===== config.mk =====
export PLATFORM = sky130hd
export DESIGN_NAME = tester_external_control_io
export DESIGN_NICKNAME = d
export VERILOG_FILES = /design/src/common/tester_io_pkg.sv /design/src/hw/pin_sync.sv /design/src/hw/tester_external_control_io.sv
export VERILOG_INCLUDE_DIRS = /design/src /design/src/common
export SDC_FILE = /design/constraint.sdc
export NUM_CORES = 1
export LEC_CHECK = 0
export CORE_MARGIN = 5
export CORE_UTILIZATION = 45
export CTS_BUF_LIST = sky130_fd_sc_hd__clkbuf_4
export DETAILED_ROUTE_END_ITERATION = 10
export DONT_BUFFER_PORTS = 1
export PLACE_DENSITY = 0.67
export SLEW_MARGIN = 10
export SYNTH_ARGS = -nofsm -noshare
export SYNTH_HDL_FRONTEND = slang
export SYNTH_SLANG_ARGS = --single-unit

===== constraint.sdc =====
create_clock -name i_clk -period 3.8 [get_ports i_clk]
set_clock_uncertainty 0.1 [all_clocks]
set_input_delay 0 -clock i_clk [delete_from_list [all_inputs] [get_ports i_clk]]
set_output_delay 0 -clock i_clk [all_outputs]
set_load 0.02 [all_outputs]

===== src/common/tester_io_defs.svh =====
// Register offsets, field positions and reset values of the tester control port
`ifndef TESTER_IO_DEFS_SVH
`define TESTER_IO_DEFS_SVH

`define TIO_ADDR_W 8
`define TIO_CTRL_OFS 8'h00
`define TIO_STAT_OFS 8'h04

`define TIO_CTRL_JW_BIT 0
`define TIO_CTRL_JI_BIT 1
`define TIO_CTRL_SIG_LO 2
`define TIO_CTRL_SIG_HI 3
`define TIO_CTRL_CC_BIT 4
`define TIO_CTRL_SINK_BIT 5
`define TIO_CTRL_RST 32'h0000_0020

`define TIO_STAT_PROT_BIT 0
`define TIO_STAT_RUN_BIT 1
`define TIO_STAT_GATE_BIT 2
`define TIO_STAT_SHOW_BIT 3
`define TIO_STAT_ST_LO 4
`define TIO_STAT_ST_HI 7
`define TIO_STAT_MODE_LO 8
`define TIO_STAT_MODE_HI 9
`define TIO_STAT_NUM_LO 10
`define TIO_STAT_NUM_HI 15

`define TIO_SYNC_W 13

`endif


===== src/common/tester_io_pkg.sv =====
// Types of the tester control port
package tester_io_pkg;

    typedef enum logic [3:0] {
        ST_IDLE = 4'b0001,
        ST_RUN = 4'b0010,
        ST_FALL = 4'b0100,
        ST_HOLD = 4'b1000
    } run_state_t;

    typedef enum logic [1:0] {
        SIG_TIMED = 2'h0,
        SIG_PROBE = 2'h1,
        SIG_RISE = 2'h2,
        SIG_WHOLE_RUN_WINDOW = 2'h3
    } test_sig_t;

    typedef enum logic [1:0] {
        MODE_WITHSTAND = 2'h0,
        MODE_INSULATION = 2'h1,
        MODE_BREAKDOWN = 2'h2,
        MODE_PROGRAM = 2'h3
    } test_mode_t;

endpackage


===== src/hw/pin_sync.sv =====
// Two-flop synchroniser for a bundle of pin inputs
`timescale 1ns/1ps
`default_nettype none

module pin_sync #(
    parameter int WIDTH = 13
) (
    input wire logic i_clk,
    input wire logic i_rst,
    input wire logic [WIDTH-1:0] i_async,
    output logic [WIDTH-1:0] o_sync
);

    logic [WIDTH-1:0] meta_q;

    always_ff @(posedge i_clk) begin
        if (i_rst) begin
            meta_q <= '0;
            o_sync <= '0;
        end else begin
            meta_q <= i_async;
            o_sync <= meta_q;
        end
    end

endmodule

`default_nettype wire


===== src/hw/tester_external_control_io.sv =====
// External control port logic of the high-voltage tester
`timescale 1ns/1ps
`default_nettype none
`include "tester_io_defs.svh"

// Overview of operation
// [RULE1] Start edge with gate on begins a test with the current conditions
// [RULE2] Safety lock input on releases protection and allows operation
// [RULE3] Safety lock off enters protection, ends any test, refuses start
// [RULE4] Safety lock and stop act regardless of the input gate
// [RULE5] All other inputs are ignored while the input gate is off
// [RULE6] Stop edge ends any test in progress
// [RULE7] Load-execute edge loads conditions chosen by the panel select bits
// [RULE8] Measurement fault output follows measuring system error
// [RULE9] Upper fail output shows an upper-limit failure
// [RULE10] Lower fail output shows a lower-limit failure
// [RULE11] High-voltage-present output on while voltage is or remains applied
// [RULE12] Withstand fail and insulation fail outputs per failed test kind
// [RULE13] Mode outputs show the selected withstand or insulation mode
// [RULE14] Step-done and program-done outputs during program tests
// [RULE15] Arc output on arc detection during withstand tests
// [RULE16] Pass output on pass judgment with the selected timing pattern
// [RULE17] General outputs on while the instrument is in their set state
// [RULE18] Ready, protection and contact fault outputs follow their states
// [RULE19] Separate judgment timing choice for withstand and insulation
// [RULE20] Contact check forces voltage-off judgment timing
// [RULE21] Voltage-off pattern shows at voltage removal, other at test end
// [RULE22] Probe mode: test-active from start until voltage off
// [RULE23] Timed mode: test-active only during the test time
// [RULE24] Rise mode until voltage reached; whole-run mode until test end
// [RULE25] Select bits 7:6 choose test mode, bits 5:0 the memory number
// [RULE26] Controller loads only while no test runs, selects set first
// [RULE27] Stop edge also releases held judgment outputs
// [RULE28] Source wiring: asserted is high; sink wiring inverts levels
// [RULE29] Inputs synchronised; start, stop, load-execute act on rising edge
module tester_external_control_io (
    input wire logic i_clk,
    input wire logic i_rst,
    input wire logic i_start_pin,
    input wire logic i_safety_lock_pin,
    input wire logic i_stop_pin,
    input wire logic i_external_input_gate,
    input wire logic i_panel_load_execute,
    input wire logic [7:0] i_panel_select_bits,
    input wire logic i_hv_present,
    input wire logic i_whole_run_window_error,
    input wire logic i_arc_detect,
    input wire logic i_contact_error,
    input wire logic i_ready_state,
    input wire logic [1:0] i_gp_state_hit,
    input wire logic i_voltage_reached,
    input wire logic i_test_time_active,
    input wire logic i_voltage_off,
    input wire logic i_test_done,
    input wire logic i_judge_pass,
    input wire logic i_judge_upper,
    input wire logic i_judge_lower,
    input wire logic i_judge_insulation,
    input wire logic i_step_done,
    input wire logic i_program_done,
    input wire logic [`TIO_ADDR_W-1:0] i_addr,
    input wire logic [31:0] i_wdata,
    input wire logic i_wr,
    input wire logic i_rd,
    output logic [31:0] o_rdata,
    output logic o_start_req,
    output logic o_stop_req,
    output logic o_load_req,
    output logic [1:0] o_load_mode,
    output logic [5:0] o_load_number,
    output logic o_whole_run_window_fault_out,
    output logic o_upper_fail_out,
    output logic o_lower_fail_out,
    output logic o_hv_present_out,
    output logic o_withstand_fail_out,
    output logic o_withstand_selected_out,
    output logic o_step_done_out,
    output logic o_arc_seen_out,
    output logic o_pass_out,
    output logic o_test_active_out,
    output logic o_ready_out,
    output logic o_protection_out,
    output logic o_contact_fault_out,
    output logic o_insulation_fail_out,
    output logic o_insulation_selected_out,
    output logic o_program_done_out,
    output logic [1:0] o_general_outputs
);

    // ************************************************************
    // Pin synchronisation and polarity
    // ************************************************************

    logic [`TIO_SYNC_W-1:0] pin_s;
    logic [`TIO_SYNC_W-1:0] lvl;
    logic [`TIO_SYNC_W-1:0] prev_q;
    logic [`TIO_SYNC_W-1:0] rise;
    logic sink_q;
    logic [1:0] sync_ok_q;

    pin_sync #(
        .WIDTH(`TIO_SYNC_W)
    ) u_sync (
        .i_clk(i_clk),
        .i_rst(i_rst),
        .i_async({i_panel_select_bits, i_panel_load_execute, i_external_input_gate,
                  i_stop_pin, i_safety_lock_pin, i_start_pin}),
        .o_sync(pin_s)
    );

    // Sink wiring reads an asserted contact as a low level; all off until the flops fill
    assign lvl = sync_ok_q[1] ? pin_s ^ {`TIO_SYNC_W{sink_q}} : '0; // see [RULE28]

    always_ff @(posedge i_clk) begin
        if (i_rst) begin
            prev_q <= '0;
            sync_ok_q <= 2'b00;
        end else begin
            prev_q <= lvl;
            sync_ok_q <= {sync_ok_q[0], 1'b1};
        end
    end

    assign rise = lvl & ~prev_q; // see [RULE29]

    logic start_rise;
    logic lock_on;
    logic lock_fall;
    logic stop_rise;
    logic gate_on;
    logic load_rise;
    logic [7:0] sel;

    assign start_rise = rise[0];
    assign lock_on = lvl[1];
    assign lock_fall = prev_q[1] & ~lvl[1];
    assign stop_rise = rise[2];
    assign gate_on = lvl[3];
    assign load_rise = rise[4];
    assign sel = lvl[12:5];

    // ************************************************************
    // Control register and protection
    // ************************************************************

    localparam logic [31:0] CTRL_RST = `TIO_CTRL_RST;
    logic jw_end_q;
    logic ji_end_q;
    tester_io_pkg::test_sig_t sig_q;
    logic cc_en_q;
    logic protect_q;

    always_ff @(posedge i_clk) begin
        if (i_rst) begin
            jw_end_q <= CTRL_RST[`TIO_CTRL_JW_BIT];
            ji_end_q <= CTRL_RST[`TIO_CTRL_JI_BIT];
            sig_q <= tester_io_pkg::test_sig_t'(CTRL_RST[`TIO_CTRL_SIG_HI:`TIO_CTRL_SIG_LO]);
            cc_en_q <= CTRL_RST[`TIO_CTRL_CC_BIT];
            sink_q <= CTRL_RST[`TIO_CTRL_SINK_BIT];
        end else if (i_wr && i_addr == `TIO_CTRL_OFS) begin
            jw_end_q <= i_wdata[`TIO_CTRL_JW_BIT]; // see [RULE19]
            ji_end_q <= i_wdata[`TIO_CTRL_JI_BIT]; // see [RULE19]
            sig_q <= tester_io_pkg::test_sig_t'(i_wdata[`TIO_CTRL_SIG_HI:`TIO_CTRL_SIG_LO]);
            cc_en_q <= i_wdata[`TIO_CTRL_CC_BIT];
            sink_q <= i_wdata[`TIO_CTRL_SINK_BIT];
        end
    end

    // Protection holds while the lock input is off, ungated
    always_ff @(posedge i_clk) begin
        if (i_rst) begin
            protect_q <= 1'b1;
        end else begin
            protect_q <= ~lock_on; // see [RULE2] see [RULE3] see [RULE4]
        end
    end

    // ************************************************************
    // Test sequence
    // ************************************************************

    tester_io_pkg::run_state_t st_q;
    logic idle_like;
    logic abort;
    logic start_go;
    logic load_go;

    assign idle_like = (st_q == tester_io_pkg::ST_IDLE) || (st_q == tester_io_pkg::ST_HOLD);
    assign abort = stop_rise || ~lock_on; // see [RULE4] see [RULE6]
    // see [RULE1] see [RULE3] see [RULE5]
    assign start_go = start_rise && gate_on && lock_on && !protect_q && idle_like && !abort;
    // see [RULE5] see [RULE26]
    assign load_go = load_rise && gate_on && idle_like && !abort;

    always_ff @(posedge i_clk) begin
        if (i_rst) begin
            st_q <= tester_io_pkg::ST_IDLE;
        end else if (abort) begin
            st_q <= tester_io_pkg::ST_IDLE; // see [RULE6]
        end else begin
            case (st_q)
                tester_io_pkg::ST_IDLE, tester_io_pkg::ST_HOLD: begin
                    if (start_go) begin
                        st_q <= tester_io_pkg::ST_RUN; // see [RULE1]
                    end
                end
                tester_io_pkg::ST_RUN: begin
                    if (i_test_done) begin
                        st_q <= tester_io_pkg::ST_FALL;
                    end
                end
                tester_io_pkg::ST_FALL: begin
                    if (i_voltage_off) begin
                        st_q <= tester_io_pkg::ST_HOLD;
                    end
                end
                default: begin
                    st_q <= tester_io_pkg::ST_IDLE;
                end
            endcase
        end
    end

    always_ff @(posedge i_clk) begin
        if (i_rst) begin
            o_start_req <= 1'b0;
            o_stop_req <= 1'b0;
        end else begin
            o_start_req <= start_go;
            o_stop_req <= stop_rise || lock_fall;
        end
    end

    // ************************************************************
    // Panel load and mode outputs
    // ************************************************************

    tester_io_pkg::test_mode_t mode_d;

    always_comb begin
        mode_d = tester_io_pkg::test_mode_t'(o_load_mode);
        if (load_go) begin
            mode_d = tester_io_pkg::test_mode_t'(sel[7:6]); // see [RULE25]
        end
    end

    always_ff @(posedge i_clk) begin
        if (i_rst) begin
            o_load_req <= 1'b0;
            o_load_mode <= tester_io_pkg::MODE_WITHSTAND;
            o_load_number <= 6'h00;
            o_withstand_selected_out <= 1'b1;
            o_insulation_selected_out <= 1'b0;
        end else begin
            o_load_req <= load_go; // see [RULE7]
            o_load_mode <= mode_d;
            if (load_go) begin
                o_load_number <= sel[5:0]; // see [RULE25]
            end
            o_withstand_selected_out <= mode_d == tester_io_pkg::MODE_WITHSTAND; // see [RULE13]
            o_insulation_selected_out <= mode_d == tester_io_pkg::MODE_INSULATION; // see [RULE13]
        end
    end

    // ************************************************************
    // Judgment outputs
    // ************************************************************

    // High when the judgment shows at test end rather than at voltage off
    function automatic logic judge_at_end(input logic ir, input logic jw, input logic ji,
                                          input logic cc);
        judge_at_end = !cc && (ir ? ji : jw); // see [RULE20] see [RULE21]
    endfunction

    logic take_res;
    logic show_q;
    logic show_d;
    logic pass_q;
    logic up_q;
    logic lo_q;
    logic ir_q;
    logic pass_d;
    logic up_d;
    logic lo_d;
    logic ir_d;

    assign take_res = (st_q == tester_io_pkg::ST_RUN) && i_test_done && !abort;

    always_comb begin
        pass_d = take_res ? i_judge_pass : pass_q;
        up_d = take_res ? i_judge_upper : up_q;
        lo_d = take_res ? i_judge_lower : lo_q;
        ir_d = take_res ? i_judge_insulation : ir_q;
        show_d = show_q;
        if (abort || start_go) begin
            show_d = 1'b0; // see [RULE27]
        end else if (take_res && judge_at_end(i_judge_insulation, jw_end_q, ji_end_q, cc_en_q)) begin
            show_d = 1'b1; // see [RULE21]
        end else if (st_q == tester_io_pkg::ST_FALL && i_voltage_off) begin
            show_d = 1'b1; // see [RULE21]
        end
    end

    always_ff @(posedge i_clk) begin
        if (i_rst) begin
            show_q <= 1'b0;
            pass_q <= 1'b0;
            up_q <= 1'b0;
            lo_q <= 1'b0;
            ir_q <= 1'b0;
            o_pass_out <= 1'b0;
            o_upper_fail_out <= 1'b0;
            o_lower_fail_out <= 1'b0;
            o_withstand_fail_out <= 1'b0;
            o_insulation_fail_out <= 1'b0;
        end else begin
            show_q <= show_d;
            pass_q <= pass_d;
            up_q <= up_d;
            lo_q <= lo_d;
            ir_q <= ir_d;
            o_pass_out <= show_d && pass_d; // see [RULE16]
            o_upper_fail_out <= show_d && up_d; // see [RULE9]
            o_lower_fail_out <= show_d && lo_d; // see [RULE10]
            o_withstand_fail_out <= show_d && !pass_d && !ir_d; // see [RULE12]
            o_insulation_fail_out <= show_d && !pass_d && ir_d; // see [RULE12]
        end
    end

    // ************************************************************
    // Test-active output
    // ************************************************************

    logic win_q;
    logic win_d;

    always_comb begin
        win_d = win_q;
        if (abort) begin
            win_d = 1'b0;
        end else if (start_go) begin
            win_d = 1'b1;
        end else begin
            case (sig_q)
                tester_io_pkg::SIG_PROBE: begin
                    if (i_voltage_off) begin
                        win_d = 1'b0; // see [RULE22]
                    end
                end
                tester_io_pkg::SIG_RISE: begin
                    if (i_voltage_reached || i_test_done) begin
                        win_d = 1'b0; // see [RULE24]
                    end
                end
                tester_io_pkg::SIG_WHOLE_RUN_WINDOW: begin
                    if (i_test_done) begin
                        win_d = 1'b0; // see [RULE24]
                    end
                end
                default: begin
                    win_d = 1'b0;
                end
            endcase
        end
    end

    always_ff @(posedge i_clk) begin
        if (i_rst) begin
            win_q <= 1'b0;
            o_test_active_out <= 1'b0;
        end else begin
            win_q <= win_d;
            if (sig_q == tester_io_pkg::SIG_TIMED) begin
                // see [RULE23]
                o_test_active_out <= st_q == tester_io_pkg::ST_RUN && i_test_time_active && !abort;
            end else begin
                o_test_active_out <= win_d;
            end
        end
    end

    // ************************************************************
    // Status outputs from the sequencer
    // ************************************************************

    always_ff @(posedge i_clk) begin
        if (i_rst) begin
            o_whole_run_window_fault_out <= 1'b0;
            o_hv_present_out <= 1'b0;
            o_arc_seen_out <= 1'b0;
            o_contact_fault_out <= 1'b0;
            o_ready_out <= 1'b0;
            o_protection_out <= 1'b1;
            o_general_outputs <= 2'h0;
            o_step_done_out <= 1'b0;
            o_program_done_out <= 1'b0;
        end else begin
            o_whole_run_window_fault_out <= i_whole_run_window_error; // see [RULE8]
            o_hv_present_out <= i_hv_present; // see [RULE11]
            o_arc_seen_out <= i_arc_detect && !i_judge_insulation; // see [RULE15]
            o_contact_fault_out <= i_contact_error; // see [RULE18]
            o_ready_out <= i_ready_state && lock_on; // see [RULE18]
            o_protection_out <= ~lock_on; // see [RULE18] see [RULE3]
            o_general_outputs <= i_gp_state_hit; // see [RULE17]
            o_step_done_out <= i_step_done && o_load_mode == tester_io_pkg::MODE_PROGRAM; // see [RULE14]
            o_program_done_out <= i_program_done && o_load_mode == tester_io_pkg::MODE_PROGRAM; // see [RULE14]
        end
    end

    // ************************************************************
    // Register read port
    // ************************************************************

    always_ff @(posedge i_clk) begin
        if (i_rst) begin
            o_rdata <= 32'h0000_0000;
        end else if (i_rd) begin
            o_rdata <= 32'h0000_0000;
            if (i_addr == `TIO_CTRL_OFS) begin
                o_rdata[`TIO_CTRL_JW_BIT] <= jw_end_q;
                o_rdata[`TIO_CTRL_JI_BIT] <= ji_end_q;
                o_rdata[`TIO_CTRL_SIG_HI:`TIO_CTRL_SIG_LO] <= sig_q;
                o_rdata[`TIO_CTRL_CC_BIT] <= cc_en_q;
                o_rdata[`TIO_CTRL_SINK_BIT] <= sink_q;
            end else if (i_addr == `TIO_STAT_OFS) begin
                o_rdata[`TIO_STAT_PROT_BIT] <= protect_q;
                o_rdata[`TIO_STAT_RUN_BIT] <= !idle_like;
                o_rdata[`TIO_STAT_GATE_BIT] <= gate_on;
                o_rdata[`TIO_STAT_SHOW_BIT] <= show_q;
                o_rdata[`TIO_STAT_ST_HI:`TIO_STAT_ST_LO] <= st_q;
                o_rdata[`TIO_STAT_MODE_HI:`TIO_STAT_MODE_LO] <= o_load_mode;
                o_rdata[`TIO_STAT_NUM_HI:`TIO_STAT_NUM_LO] <= o_load_number;
            end
        end
    end

    // ************************************************************
    // Assertions
    // ************************************************************

    a_start_taken: assert property (@(posedge i_clk) disable iff (i_rst) // see [RULE1]
        start_go |=> o_start_req && st_q == tester_io_pkg::ST_RUN)
        else $error("start edge did not begin a test");

    a_gate_blocks: assert property (@(posedge i_clk) disable iff (i_rst) // see [RULE5]
        !gate_on |=> !o_start_req && !o_load_req)
        else $error("gated-off input was acted on");

    a_lock_protect: assert property (@(posedge i_clk) disable iff (i_rst) // see [RULE3]
        !lock_on |=> o_protection_out && st_q == tester_io_pkg::ST_IDLE && !o_start_req)
        else $error("lock off did not enter protection");

    a_stop_release: assert property (@(posedge i_clk) disable iff (i_rst) // see [RULE27]
        stop_rise |=> o_stop_req && !o_pass_out && !o_upper_fail_out && !o_test_active_out)
        else $error("stop did not end test and release judgment");

    a_load_fields: assert property (@(posedge i_clk) disable iff (i_rst) // see [RULE7]
        load_go |=> o_load_req && o_load_number == $past(sel[5:0]) && o_load_mode == $past(sel[7:6]))
        else $error("panel load fields wrong");

    a_hv_follow: assert property (@(posedge i_clk) disable iff (i_rst) // see [RULE11]
        i_hv_present |=> o_hv_present_out)
        else $error("voltage present not shown");

    a_mode_excl: assert property (@(posedge i_clk) disable iff (i_rst) // see [RULE13]
        !(o_withstand_selected_out && o_insulation_selected_out))
        else $error("both mode outputs on");

    a_cc_timing: assert property (@(posedge i_clk) disable iff (i_rst) // see [RULE20]
        cc_en_q && take_res && !show_q |=> !o_pass_out && !o_upper_fail_out && !o_lower_fail_out)
        else $error("contact check showed judgment before voltage off");

    a_end_timing: assert property (@(posedge i_clk) disable iff (i_rst) // see [RULE21]
        take_res && judge_at_end(i_judge_insulation, jw_end_q, ji_end_q, cc_en_q) && i_judge_pass
        |=> o_pass_out)
        else $error("test-end pattern did not show pass");

    a_rise_window: assert property (@(posedge i_clk) disable iff (i_rst) // see [RULE24]
        sig_q == tester_io_pkg::SIG_RISE && win_q && i_voltage_reached && !start_go
        |=> !o_test_active_out)
        else $error("rise window not closed at voltage reached");

endmodule

`default_nettype wire


==> impl_metrics.ini <==
[detailed_routing]
ant_nets = 0
drt-pass1-iter-count = 4
post-route-drc-count = 0
drt-wirelength-per-cell_um = 14.8
finalWirelength_um = 7580
drtIter0Drc = 92
vias_per_cell = 5.00
vias = 2563

[timing]
final-hold-violation-count = 0
final-setup-viol-count = 0
finalMaxSlewViolations = 0
worst_slew_margin_rel_pct = 47.7
rsz_0062_raised_after_global_routing = no
fin_setup_tns_ns = 0
post-route-min-period_ns = 2.75
worst-slew-pin-transition_ns = 0.784
maxClockFrequency_ghz = 0.363
layout_worst_path_cycle_share_pct = 72.5

[clock_network]
postCtsResizedCells = 0
ctsRootBufferMaster = sky130_fd_sc_hd__clkbuf_4
clkLatencyLatePin_ns = 0.43
htreeDepth = 3
cts_buffers = 9
cts_tree = built
clock_path_buffers = 2
holdBufCountCts = 48
clock_sink_count = 93
path_clk_slew_ns = 0.14
cts_post_setup_buffers_inserted = 0

[place]
post-place-cells = 449
dpl.hpwl_um = 5030
weighted_congestion_at_the_end_of_routability_driven_global_placement = 0.862
port_buffers = 0
placed_area_um2 = 3510

[setup_path]
critical-path-slowest-cell = sky130_fd_sc_hd__dfxtp_1
worst_ep_arrival_time_ns = 3.04
worstSetupStartpoint = sink_q
cp.required_ns = 4.08
setup.worst_path.end = o_test_active_out
criticalPathCategory = reg2reg
cp-start-kind = flip-flop
r2r_start = sink_q
path_depth_of_the_worst_reg2reg_path = 5
max_stage_delay_ns = 0.86
setup.reg_to_reg.worst_slack_ns = 1.05
maximum_fanout_encountered_on_the_critical_timing_path = 18
timing.critical_path.to_type = flip-flop
r2r_end = o_test_active_out
timing.critical_path.cells = or3b_2 -> a211oi_2 -> a32oi_1 -> a211oi_1 -> dlygate4sd3_1

[synth]
synth-edff-count = 0
cell_count_after_synthesis = 367
synth_sequential_area_ratio_pct = 52.6
yosys_warnings = 0
yosys.cell_types.count = 44
cell_type_with_the_largest_total_area_after_synthesis = sky130_fd_sc_hd__dfxtp_1
post_synth_main_area_contributors = sky130_fd_sc_hd__dfxtp_1, sky130_fd_sc_hd__nor2b_1, sky130_fd_sc_hd__nor2_1
synthFlopType = sky130_fd_sc_hd__dfxtp_1
syn_area_per_cell_um2 = 9.64
yosysMostFrequentCell = sky130_fd_sc_hd__dfxtp_1
synth_top_cell_area_share_pct = 52.6
post_synth_instance_area_um2 = 3540
postSynth.asyncResetShare_pct = 0
post_synth_most_frequent_cells = sky130_fd_sc_hd__dfxtp_1, sky130_fd_sc_hd__nor2_1, sky130_fd_sc_hd__nor2b_1, sky130_fd_sc_hd__a21oi_1, sky130_fd_sc_hd__nand2_1
synth_seq_cells = 93

[floorplanning]
boundaryPins = 135
die_w_um = 98.7
placementRows = 32
floorplan.die.height_um = 98.7
core_region_area_um2 = 7690
initial_utilization_pct = 46.0
die_area_um2 = 9740

[status]
run_status = complete, no violations

[finish]
area.growth.synth_to_final_pct = 17.9
finalNetCount = 480
layout.filler_cells = 695
post_layout_nonfiller_instances = 513
stdcell_area_um2 = 4170
antenna-diode-count = 0
post_route_cells_drive_above_1_share_pct = 6.81

[grt]
antenna_found_initial = 0
wire_length_of_the_first_global_routing_pass_um = 12000
gr-total-overflow = 0
grtUsageTotal_pct = 15.4
grt_pass1_vias = 2445
grt_max_degree = 74

[power_and_ir_drop]
ir_drop_v = 0.000249
power.density_cell_area_nw_per_um2 = 412
total_leakage_power_nw = 1.62

[run]
max_cap_violations = 0

[worst_hold_path]
classification_of_the_worst_slack_hold_path = in2reg
[cell usage in the layout, fill, tap and decap left out, types with 4 or more instances in the layout]
master | netlist | routed
sky130_fd_sc_hd__a21oi_1 | 22 | 22
sky130_fd_sc_hd__a22oi_1 | 10 | 10
sky130_fd_sc_hd__and4_1 | 4 | 4
sky130_fd_sc_hd__clkbuf_4 | 0 | 9
sky130_fd_sc_hd__conb_1 | 1 | 16
sky130_fd_sc_hd__dfxtp_1 | 93 | 93
sky130_fd_sc_hd__dlygate4sd3_1 | 0 | 47
sky130_fd_sc_hd__inv_1 | 7 | 7
sky130_fd_sc_hd__mux2i_1 | 15 | 15
sky130_fd_sc_hd__nand2_1 | 22 | 22
sky130_fd_sc_hd__nand2b_1 | 5 | 5
sky130_fd_sc_hd__nand3_1 | 11 | 11
sky130_fd_sc_hd__nand3b_1 | 5 | 5
sky130_fd_sc_hd__nor2_1 | 46 | 46
sky130_fd_sc_hd__nor2b_1 | 34 | 34
sky130_fd_sc_hd__nor3_1 | 4 | 4
sky130_fd_sc_hd__xnor2_1 | 5 | 5
sky130_fd_sc_hd__xor2_1 | 9 | 9
[worst max-delay path: cells and delay by family (launching register included)]
kind / cells / cell delay, ns
buffers and inverters: 1 / 0.59
and+or+nand+nor: 1 / 0.51
DFF: 1 / 0.86
AOI/OAI and AO/OA: 3 / 0.65
[routing by layer]
layer | GRT usage [%] | part of all wire [%] | vias up
li1 | - | - | 1274
met2 | 27.0 | 51 | 93
met1 | 17.2 | 39 | 1182
met4 | 5.46 | 1.6 | 0
met3 | 5.59 | 7.7 | 14
met5 | 0 | 0 | -
[per-stage QoR]
step	hold WS (ns)	utilization, %	power [W]	setup slack (ns)
after floorplan	-0.0239	-	0.00111	2.03
after global placement	-0.0233	45.6	0.00109	1.38
after detailed placement	-0.0220	45.6	0.00109	1.36
after CTS	0.00517	54.3	0.00173	1.01
after global routing	0.0195	54.3	0.00179	0.843
final	0.0303	54.3	0.00172	1.05
[logic make-up (layout without fill, tap and decap cells)]
family / Yosys count / count (layout) / synth area share, %
and+or+nand+nor: 153 / 153 / 23.5
DFF: 93 / 93 / 52.6
AOI/OAI and AO/OA: 48 / 48 / 9.05
buffers and inverters: 43 / 72 / 7.03
muxes: 15 / 15 / 4.24
xor gates and xnor gates: 14 / 14 / 3.46
other: 1 / 16 / 0.106
[flip-flops by register name (all words and copies together) (netlist names), 2 cells and up]
register / cells
u_sync.meta_q: 13
sync_ok_q: 2
sig_q: 2
o_rdata: 16
prev_q: 4
o_load_mode: 2
st_q: 4
o_load_number: 6
u_sync.o_sync: 13
o_general_outputs: 2
[worst min path at each step]
| stage | to | slack, ns | cells after the start | startpoint |
|---|---|---|---|---|
| 4_1_cts | show_q | 0.005 | 5 | i_judge_insulation |
| 5_1_grt | cc_en_q | 0.02 | 3 | i_wr |
| 3_5_place_dp | o_insulation_selected_out | -0.02 | 1 | i_rst |
| 2_1_floorplan | o_arc_seen_out | -0.02 | 1 | i_judge_insulation |
| 6_report | show_q | 0.03 | 5 | i_judge_insulation |
| 3_3_place_gp | o_arc_seen_out | -0.02 | 1 | i_judge_insulation |
[where the power goes]
part | total [W] | internal, W | switching (W)
clock network | 0.000595 | 0.000270 | 0.000324
registers | 0.00101 | 0.000996 | 0.0000144
logic | 0.000113 | 0.0000521 | 0.0000605
[area by class of cell]
class                           count  area, µm²  share of cell area (%)
Clock inverter                      7       97.6                    2.34
Clock buffer                        9       67.6                    1.62
Inverter                            7       26.3                   0.630
Timing Repair Buffer               49        505                    12.1
Multi-Input combinational cell    246       1490                    35.6
Sequential cell                    93       1860                    44.6
Tap cell                          102        128                    3.06
Power figures use the tool's default switching activity.
